**config.mk**
```make
export PLATFORM = sky130hd
export DESIGN_NAME = transfer_sw_activation_ctrl
export DESIGN_NICKNAME = d
export VERILOG_FILES = /design/src/hdl/sw_act_pkg.sv /design/src/hdl/transfer_sw_activation_ctrl.sv
export SDC_FILE = /design/constraint.sdc
export NUM_CORES = 1
export LEC_CHECK = 0
export ABC_AREA = 1
export BUFFER_PORTS_ARGS = -buffer_cell sky130_fd_sc_hd__buf_2
export CELL_PAD_IN_SITES_DETAIL_PLACEMENT = 1
export CELL_PAD_IN_SITES_GLOBAL_PLACEMENT = 2
export CORE_MARGIN = 2
export CORE_UTILIZATION = 28
export CTS_BUF_LIST = sky130_fd_sc_hd__clkbuf_4
export DETAILED_ROUTE_END_ITERATION = 12
export PLACE_DENSITY = 0.86
export SLEW_MARGIN = 0
export SYNTH_ARGS = -nofsm -noshare
export SYNTH_HDL_FRONTEND = slang
export SYNTH_SLANG_ARGS = --single-unit
```
**constraint.sdc**
```tcl
create_clock -name core_clk_i -period 1.08 [get_ports core_clk_i]
set_input_delay 0.162 -clock core_clk_i [delete_from_list [all_inputs] [get_ports core_clk_i]]
set_output_delay 0.162 -clock core_clk_i [all_outputs]
set_load 0.005 [all_outputs]
```
**src/hdl/sw_act_pkg.sv**
```systemverilog
// Purpose: Constants for the software activation control block
// Assumes: Byte-wide registers on a plain strobe port
// Notes: Register offsets are local word indices
package sw_act_pkg;
  localparam int ADDR_W = 4;
  localparam int DATA_W = 8;
  localparam int VEC_W = 7;
  localparam int VADDR_W = 16;
  // Register offsets
  localparam logic [ADDR_W-1:0] OFS_CTRL = 4'h0;
  localparam logic [ADDR_W-1:0] OFS_SEL = 4'h1;
  localparam logic [ADDR_W-1:0] OFS_IRQ_STAT = 4'h2;
  localparam logic [ADDR_W-1:0] OFS_IRQ_MASK = 4'h3;
  localparam logic [ADDR_W-1:0] OFS_VADDR_LO = 4'h4;
  localparam logic [ADDR_W-1:0] OFS_VADDR_HI = 4'h5;
  // Field positions
  localparam int BIT_ENABLE = 7;
  localparam int BIT_SEL = 0;
  localparam int BIT_EVT_LAUNCH = 0;
  localparam int BIT_EVT_AUTOCLR = 1;
  localparam int BIT_EVT_END = 2;
  localparam int IRQ_W = 3;
  // Reset values and vector base
  localparam logic [VEC_W-1:0] VEC_RESET = 7'h00;
  localparam logic [IRQ_W-1:0] IRQ_RESET = 3'h0;
  localparam logic [VADDR_W-1:0] VEC_BASE = 16'h0400;
  localparam logic [DATA_W-1:0] ZERO_BYTE = 8'h00;
  // Vector address: base plus twice the number
  function automatic logic [VADDR_W-1:0] vec_addr(
    input logic [VEC_W-1:0] num);
    vec_addr = VEC_BASE + {8'h00, num, 1'b0};
  endfunction
endpackage

```
**src/hdl/transfer_sw_activation_ctrl.sv**
```systemverilog
// What this block does
// - Select 0 and count not ended: enable clears at activation end.
// - Writing select 0 after end interrupt raised clears enable.
// - Select 1 at end, or count ended: enable stays set.
// - Seven-bit vector number lives in bits 6 down to 0.
// - Vector address is base 0400 plus twice the vector number.
// - Vector field is writable only while enable reads 0.
//
// Purpose: Software activation control of a transfer controller
// Assumes: Engine reports activation end as a pulse, with count state valid beside it
// Notes: Byte registers, read data one cycle after read strobe
//
// Implementation choices: strobed register access and the register addresses.
`timescale 1ns/1ps
`default_nettype none
module transfer_sw_activation_ctrl (
  input wire logic core_clk_i,
  input wire logic rst_i,
  input wire logic [sw_act_pkg::ADDR_W-1:0] addr_i,
  input wire logic [sw_act_pkg::DATA_W-1:0] wdata_i,
  input wire logic wr_i,
  input wire logic rd_i,
  output logic [sw_act_pkg::DATA_W-1:0] rdata_o,
  input wire logic act_done_i,
  input wire logic count_ended_i,
  output logic launch_o,
  output logic [sw_act_pkg::VADDR_W-1:0] vec_addr_o,
  output logic sw_transfer_end_irq_o,
  output logic irq_o
);
  import sw_act_pkg::*;

  // ----------------------------------------
  // Register state
  // ----------------------------------------
  logic sw_activation_enable_ff;
  logic [VEC_W-1:0] sw_activation_vector_ff;
  logic per_transfer_interrupt_select_ff;
  logic end_irq_ff;
  logic [IRQ_W-1:0] irq_stat_ff;
  logic [IRQ_W-1:0] irq_mask_ff;
  logic wr_ctrl, wr_sel, auto_clr, sel_clr, evt_end;
  logic [IRQ_W-1:0] evt;

  assign wr_ctrl = wr_i && (addr_i == OFS_CTRL);
  assign wr_sel = wr_i && (addr_i == OFS_SEL);
  assign auto_clr = act_done_i && !per_transfer_interrupt_select_ff &&
                    !count_ended_i;
  assign sel_clr = wr_sel && !wdata_i[BIT_SEL] && end_irq_ff;
  // end with select 1 or count ended raises end interrupt, no clear
  assign evt_end = act_done_i && sw_activation_enable_ff &&
                   (per_transfer_interrupt_select_ff || count_ended_i);

  // ----------------------------------------
  // Enable bit
  // ----------------------------------------
  // write of 1 sets enable; a same-cycle write, of 0 or 1, beats the clears
  always_ff @(posedge core_clk_i) begin
    if (rst_i) begin
      sw_activation_enable_ff <= 1'b0;
    end else if (wr_ctrl) begin
      sw_activation_enable_ff <= wdata_i[BIT_ENABLE];
    end else if (auto_clr || sel_clr) begin
      sw_activation_enable_ff <= 1'b0;
    end
  end

  // Vector field, frozen while enabled so a running launch sees it stable
  always_ff @(posedge core_clk_i) begin
    if (rst_i) begin
      sw_activation_vector_ff <= VEC_RESET;
    end else if (wr_ctrl && !sw_activation_enable_ff) begin
      sw_activation_vector_ff <= wdata_i[VEC_W-1:0];
    end
  end

  // Per-transfer interrupt select
  always_ff @(posedge core_clk_i) begin
    if (rst_i) begin
      per_transfer_interrupt_select_ff <= 1'b0;
    end else if (wr_sel) begin
      per_transfer_interrupt_select_ff <= wdata_i[BIT_SEL];
    end
  end

  // End interrupt request to CPU; dropped with the select-0 clear
  always_ff @(posedge core_clk_i) begin
    if (rst_i) begin
      end_irq_ff <= 1'b0;
    end else if (evt_end) begin
      end_irq_ff <= 1'b1;
    end else if (sel_clr) begin
      end_irq_ff <= 1'b0;
    end
  end
  assign sw_transfer_end_irq_o = end_irq_ff;

  // ----------------------------------------
  // Launch and vector address
  // ----------------------------------------
  // one pulse per write of 1, none when enable written 0
  always_ff @(posedge core_clk_i) begin
    if (rst_i) begin
      launch_o <= 1'b0;
    end else begin
      launch_o <= wr_ctrl && wdata_i[BIT_ENABLE];
    end
  end

  // base plus twice vector, same-cycle write vector used on launch only while enable is 0
  always_ff @(posedge core_clk_i) begin
    if (rst_i) begin
      vec_addr_o <= VEC_BASE;
    end else if (wr_ctrl && !sw_activation_enable_ff) begin
      vec_addr_o <= vec_addr(wdata_i[VEC_W-1:0]);
    end else begin
      vec_addr_o <= vec_addr(sw_activation_vector_ff);
    end
  end

  // ----------------------------------------
  // Interrupt status and mask
  // ----------------------------------------
  assign evt[BIT_EVT_LAUNCH] = wr_ctrl && wdata_i[BIT_ENABLE];
  assign evt[BIT_EVT_AUTOCLR] = auto_clr && sw_activation_enable_ff;
  assign evt[BIT_EVT_END] = evt_end;

  // Set wins over a write-one clear in the same cycle
  always_ff @(posedge core_clk_i) begin
    if (rst_i) begin
      irq_stat_ff <= IRQ_RESET;
    end else if (wr_i && addr_i == OFS_IRQ_STAT) begin
      irq_stat_ff <= (irq_stat_ff & ~wdata_i[IRQ_W-1:0]) | evt;
    end else begin
      irq_stat_ff <= irq_stat_ff | evt;
    end
  end

  always_ff @(posedge core_clk_i) begin
    if (rst_i) begin
      irq_mask_ff <= IRQ_RESET;
    end else if (wr_i && addr_i == OFS_IRQ_MASK) begin
      irq_mask_ff <= wdata_i[IRQ_W-1:0];
    end
  end

  // Registered, so irq lags status by one cycle
  always_ff @(posedge core_clk_i) begin
    if (rst_i) begin
      irq_o <= 1'b0;
    end else begin
      irq_o <= |(irq_stat_ff & irq_mask_ff);
    end
  end

  // ----------------------------------------
  // Read port
  // ----------------------------------------
  // Unmapped reads return zero; data valid only the cycle after strobe
  always_ff @(posedge core_clk_i) begin
    if (rst_i) begin
      rdata_o <= ZERO_BYTE;
    end else if (rd_i) begin
      unique case (addr_i)
        OFS_CTRL: rdata_o <= {sw_activation_enable_ff,
                              sw_activation_vector_ff};
        OFS_SEL: rdata_o <= {{(DATA_W-1){1'b0}},
                             per_transfer_interrupt_select_ff};
        OFS_IRQ_STAT: rdata_o <= {{(DATA_W-IRQ_W){1'b0}}, irq_stat_ff};
        OFS_IRQ_MASK: rdata_o <= {{(DATA_W-IRQ_W){1'b0}}, irq_mask_ff};
        // High byte of the vector address sits at the next index
        OFS_VADDR_LO: rdata_o <= vec_addr_o[DATA_W-1:0];
        OFS_VADDR_HI: rdata_o <= vec_addr_o[VADDR_W-1:DATA_W];
        default: rdata_o <= ZERO_BYTE;
      endcase
    end else begin
      rdata_o <= ZERO_BYTE;
    end
  end

  // ----------------------------------------
  // Checks
  // ----------------------------------------
  // write launches
  property p_launch;
    @(posedge core_clk_i) disable iff (rst_i)
    (wr_ctrl && wdata_i[BIT_ENABLE]) |=> launch_o && sw_activation_enable_ff;
  endproperty
  a_launch: assert property (p_launch)
    else $error("write of enable 1 did not launch");

  property p_no_launch;
    @(posedge core_clk_i) disable iff (rst_i)
    !(wr_ctrl && wdata_i[BIT_ENABLE]) |=> !launch_o;
  endproperty
  a_no_launch: assert property (p_no_launch)
    else $error("launch without enable write");

  property p_autoclr;
    @(posedge core_clk_i) disable iff (rst_i)
    (auto_clr && !wr_ctrl) |=> !sw_activation_enable_ff;
  endproperty
  a_autoclr: assert property (p_autoclr)
    else $error("enable not cleared at activation end");

  property p_selclr;
    @(posedge core_clk_i) disable iff (rst_i)
    (sel_clr && !wr_ctrl) |=> !sw_activation_enable_ff &&
      (!end_irq_ff || $past(evt_end));
  endproperty
  a_selclr: assert property (p_selclr)
    else $error("select 0 write did not clear enable");

  property p_keep;
    @(posedge core_clk_i) disable iff (rst_i)
    (sw_activation_enable_ff && !wr_ctrl && !sel_clr && evt_end)
      |=> sw_activation_enable_ff && end_irq_ff;
  endproperty
  a_keep: assert property (p_keep)
    else $error("enable dropped at counted end");

  property p_vaddr;
    @(posedge core_clk_i) disable iff (rst_i)
    !(wr_ctrl && !sw_activation_enable_ff) |=> vec_addr_o == VEC_BASE +
      {{(VADDR_W-VEC_W-1){1'b0}}, $past(sw_activation_vector_ff), 1'b0};
  endproperty
  a_vaddr: assert property (p_vaddr)
    else $error("vector address wrong");

  property p_vec_write;
    @(posedge core_clk_i) disable iff (rst_i)
    (wr_ctrl && !sw_activation_enable_ff)
      |=> sw_activation_vector_ff == $past(wdata_i[VEC_W-1:0]);
  endproperty
  a_vec_write: assert property (p_vec_write)
    else $error("vector field write lost");

  property p_vec_hold;
    @(posedge core_clk_i) disable iff (rst_i)
    sw_activation_enable_ff |=> $stable(sw_activation_vector_ff);
  endproperty
  a_vec_hold: assert property (p_vec_hold)
    else $error("vector changed while enabled");

  property p_vec_gate;
    @(posedge core_clk_i) disable iff (rst_i)
    $changed(sw_activation_vector_ff) |-> $past(!sw_activation_enable_ff);
  endproperty
  a_vec_gate: assert property (p_vec_gate)
    else $error("vector written while enable set");

  property p_vaddr_wr;
    @(posedge core_clk_i) disable iff (rst_i)
    (wr_ctrl && !sw_activation_enable_ff) |=> vec_addr_o ==
      VEC_BASE + {{(VADDR_W-VEC_W-1){1'b0}},
                  $past(wdata_i[VEC_W-1:0]), 1'b0};
  endproperty
  a_vaddr_wr: assert property (p_vaddr_wr)
    else $error("vector address ignores written vector");

  property p_sel_keep;
    @(posedge core_clk_i) disable iff (rst_i)
    (wr_sel && !wdata_i[BIT_SEL] && !end_irq_ff && !auto_clr &&
     sw_activation_enable_ff) |=> sw_activation_enable_ff;
  endproperty
  a_sel_keep: assert property (p_sel_keep)
    else $error("select 0 write cleared enable too early");

  property p_enable_hold;
    @(posedge core_clk_i) disable iff (rst_i)
    (!wr_ctrl && !auto_clr && !sel_clr) |=>
      $stable(sw_activation_enable_ff);
  endproperty
  a_enable_hold: assert property (p_enable_hold)
    else $error("enable changed with no cause");

  property p_stat_end;
    @(posedge core_clk_i) disable iff (rst_i)
    evt_end |=> irq_stat_ff[BIT_EVT_END] && end_irq_ff;
  endproperty
  a_stat_end: assert property (p_stat_end)
    else $error("end event not recorded");

  property p_stat_autoclr;
    @(posedge core_clk_i) disable iff (rst_i)
    (auto_clr && sw_activation_enable_ff) |=>
      irq_stat_ff[BIT_EVT_AUTOCLR];
  endproperty
  a_stat_autoclr: assert property (p_stat_autoclr)
    else $error("auto-clear event not recorded");

  property p_ctrl_read;
    @(posedge core_clk_i) disable iff (rst_i)
    (rd_i && addr_i == OFS_CTRL) |=>
      rdata_o == {$past(sw_activation_enable_ff),
                  $past(sw_activation_vector_ff)};
  endproperty
  a_ctrl_read: assert property (p_ctrl_read)
    else $error("control read data wrong");

endmodule // transfer_sw_activation_ctrl
`default_nettype wire

```
* After elaboration in Yosys (flattened, before gate mapping)
Cells that the tools add are included.
Operators by class: reduce and logical (&&, ||, !) cells 24, order comparisons 0, bitwise logic cells 6, add/sub/neg operators 2, multiply operators 0, multiplexer cells 7, shifts and indexed selects 0, divide/modulo/power cells 0, equality and inequality tests 5
Operators by type and width (count):
- $pmux W8 S6 | 1
- $add A11 B8 Y12 const A | 2
- $logic_and A1 B1 Y1 | 13
- $mux W12 | 1
- $eq A4 B2 Y1 const B | 2
- $eq A4 B3 Y1 const B | 2
- $and A3 B3 Y3 | 2
- $or A3 B3 Y3 | 2
- $eq A4 B1 Y1 const B | 1
- $logic_not A1 Y1 | 4
- $logic_not A4 Y1 | 1
- $mux W1 | 4
- $reduce_bool A2 Y1 | 2
- $mux W3 | 1
- $not A3 Y3 | 1
- $reduce_or A3 Y1 | 1
- $logic_or A1 B1 Y1 | 2
- $reduce_or A2 Y1 | 1
- $not A1 Y1 | 1
Word-level totals: memories 0, bits in latches 0, memory bits (writable) 0, register bits 42, memory bits (read-only) 0

* Longest topological paths before layout
depth after elaboration 7, mapped depth 7, mapped depth without buffers 7

* Worst setup path before layout
Ideal clock, no wire load.
path kind input to register, start point input addr_i[0] (netlist name), end point register sw_activation_vector_ff[3], path slack 0.074 ns, data arrival time 0.936 ns, buffers on the path 2, stages on the path 7, setup time 0.070 ns, cell sequence buf_4 nor2_4 nand4_4 buf_6 nand2_1 nand2_1 nor2_1
On the way: word-level cells in the longest chain between the ends 3
Ends and longest elaborated chain:
- from (decl) | line transfer_sw_activation_ctrl.sv:19 | input wire logic [sw_act_pkg::ADDR_W-1:0] addr_i,
- $logic_not A4 Y1 | line transfer_sw_activation_ctrl.sv:45 | assign wr_ctrl = wr_i && (addr_i == OFS_CTRL);
- $logic_and A1 B1 Y1 | line transfer_sw_activation_ctrl.sv:45
- $logic_and A1 B1 Y1 | line transfer_sw_activation_ctrl.sv:72 | end else if (wr_ctrl && !sw_activation_enable_ff) begin
- to (signal assigned) | line transfer_sw_activation_ctrl.sv:73 | sw_activation_vector_ff <= wdata_i[VEC_W-1:0];
- to (decl) | line transfer_sw_activation_ctrl.sv:37 | logic [VEC_W-1:0] sw_activation_vector_ff;
Every way passes these cells. A chain may end at the register's enable or synchronous reset.

==> key figures <==
Run status
  • Status: completed

Placed design
  • Number of I/O port buffers: 35
  • Placed cell count: 308
  • GPL Wtd Cong: 0.756
  • DP Wirelength: 2.91 mm

Route
  • Via count: 1342
  • Total wire length: 3.81 mm
  • DRC errors left: 0
  • Drt wl/cell: 12.0 um
  • Initial DRC count: 51
  • Antenna-violating nets left: 0
  • Post-DR vias/cell: 4.22
  • Met3 WL: 174 um
  • Highest routed layer: met4
  • Router iterations before antenna repair: 4
  • Met2 wire length: 1.83 mm
  • WL met1: 1.74 mm

Layout
  • Post-Layout Cell Count: 318
  • Area Growth Syn to Fin: 27.7%
  • Ant diodes: 0
  • # fillers: 676
  • Commonest non-fill, non-tap cells in the layout: nand2_1 (46), buf_2 (35), nor2_1 (33), dfxtp_1 (33)
  • Share of layout cells above drive strength 1: 26.2%
  • Commonest non-fill, non-tap cell in the layout: nand2_1
  • # nets final: 265

Clock tree
  • Clk Tree Root Cell: clkbuf_4
  • Clock tree sinks: 33
  • Worst skew pair latency: 0.32 ns
  • Num CTS Buffers: 5
  • Clock transition at path regs: 0.10 ns
  • Clock H-tree levels: 2
  • Clock tree buffer depth: 2
  • CTS tree: built

STA
  • Max Clock Freq: 988 MHz
  • Clk_skew: 0.0102 ns
  • Final Hold Viols: 0
  • RSZ-0062 raised after global routing: yes
  • Final worst-path cycle share: 93.7%
  • Slew Viols, Final: 0
  • Fin crit period: 1.01 ns
  • Fin Setup TNS: 0 ns
  • Setup Viol. Count Final: 0

Synthesis
  • Yosys warning count: 0
  • Cell variety after synth: 20
  • Post-synthesis instance total: 198
  • Cell taking the most area after synthesis: dfxtp_1
  • Cell area after synthesis: 0.00144 mm^2
  • Flop and latch count out of synthesis: 33
  • Share of the synthesized area in the top cell type: 46.0%
  • Post-Syn Area per Cell: 7.25 um^2
  • Synth area leaders: dfxtp_1 (46%), nand2_1 (12%), nor2_1 (8.6%)
  • Sequential share of the synthesized area: 46.0%

Global routing
  • Largest net degree at the start of global routing: 15
  • Vias in the first global route: 1321
  • Total Routing Usage GR: 14.6%
  • GRT overflow: 0
  • First-pass GRT wire length: 6.16 mm
  • Antenna violations before repair: 0

Setup path
  • Flop-to-flop setup slack: 0.13 ns
  • Cells on worst reg2reg path: 5
  • Crit Path Category: input pin to flip-flop
  • Crit start category: input pin
  • Critical Path RT: 1.33 ns
  • Crit Path Max Fanout: 11
  • CP Data Arrival Time: 1.26 ns
  • Reg2Reg Launch Point: sw_activation_enable_ff
  • CP Capture Type: flip-flop
  • R2r endpoint: sw_activation_vector_ff[0]

Floorplan
  • Die Y: 75.6 um
  • Core Region: 0.00504 mm^2
  • Chip Width: 75.6 um
  • Starting density of the core: 28.5%
  • Number of I/O pins: 45
  • Row cnt: 26
  • Die area: 0.00572 mm^2

Power and ir drop
  • Pwr Density: 1180 mW/mm^2
  • Maximum VDD drop: 393 uV
  • P_leak: 0.916 nW

Run
  • Max_cap viols: 0

Min path
  • Worst Hold Depth: 3
  • Hold Path Sink: sw_activation_vector_ff[3]
  • Hold path startpoint: wdata_i[3]
  • Worst Hold Class: input pin to flip-flop
report_power, final:
| group | total (W) | switching, W | internal [W] |
|---|---|---|---|
| Combinational | 0.000237 | 0.000142 | 0.0000956 |
| Sequential | 0.00124 | 0.0000105 | 0.00123 |
| Clock | 0.000677 | 0.000404 | 0.000273 |
| Total | 0.00216 | 0.000556 | 0.00160 |
cells in the mapped netlist:
library cell   n
clkbuf_1       2
dfxtp_1       33
nand4_4        1
nor2_2         1
clkinv_1       1
buf_6          1
nand3_1       21
nor2_1        33
buf_2          2
buf_4         11
conb_1         2
nor3_1         1
o21ai_0        2
nand4_2        1
nand2_1       46
inv_1         22
a21oi_1        8
nand4_1        7
o211ai_1       1
nor2_4         2
state kept, by name (all words and copies together) (netlist names):
register	cells
rdata_o	8
sw_activation_vector_ff	7
vec_addr_o	7
irq_mask_ff	3
irq_stat_ff	3
irq_o	1
launch_o	1
per_transfer_interrupt_select_ff	1
sw_activation_enable_ff	1
sw_transfer_end_irq_o	1
per-stage QoR:
step / power [W] / utilization (%) / instance area, um^2 / hold WS, ns / setup WS, ns
floorplan: 0.00140 / - / 1460 / 0.231 / 0.0741
global placement: 0.00150 / 34.6 / 1740 / 0.355 / -0.0223
detailed placement: 0.00150 / 34.6 / 1740 / 0.358 / -0.0548
CTS: 0.00218 / 35.9 / 1810 / 0.0937 / 0.0221
global route: 0.00228 / 36.4 / 1830 / 0.107 / -0.0117
finish: 0.00216 / 36.4 / 1830 / 0.102 / 0.0682
kinds of logic after synthesis:
group	Yosys count	share of synthesized area [%]
flip-flops	33	46.0
AND/OR/NAND/NOR	113	35.7
buffers and inverters	39	13.8
other	2	0.523
AO/OA/AOI/OAI	11	4.01
area by class of cell:
type | count | area (um^2) | share of cell area [%]
flip-flops and latches | 33 | 661 | 36.0
multi-input cells | 134 | 626 | 34.1
repair buffers | 50 | 319 | 17.4
well taps | 70 | 87.6 | 4.77
inverters | 23 | 86.3 | 4.71
clock buffers | 6 | 45.0 | 2.46
clock inverters | 2 | 10.0 | 0.546
timing repair:
item	CTS	global route
hold buffers	1	0
endpoints found under the setup margin	0	17
setup buffers	0	0
resized for setup	0	4
endpoints found under the hold margin	1	0
critical path, cell delays in order:
cell,delay [ns]
dlygate4sd3_1,0.54
buf_2,0.14
inv_2,0.07
buf_4,0.17
nand2_1,0.06
nor2_1,0.11
how the worst max path moves through the flow:
stage / startpoint / endpoint / cells past startpoint
floorplan: addr_i[0] / sw_activation_vector_ff[3] / 7
finish: rst_i / sw_activation_vector_ff[0] / 6
global placement: addr_i[3] / vec_addr_o[1] / 7
CTS: sw_activation_enable_ff / sw_activation_vector_ff[0] / 5
detailed placement: addr_i[3] / sw_activation_vector_ff[4] / 6
global route: rst_i / sw_activation_enable_ff / 8
per-layer routing:
| layer | GRT usage, % | up-vias |
|---|---|---|
| met3 | 3.31 | 4 |
| li1 | - | 705 |
| met1 | 18.9 | 601 |
| met5 | 0 | - |
| met2 | 23.3 | 32 |
| met4 | 6.43 | 0 |
Power figures use the tool's default switching activity.
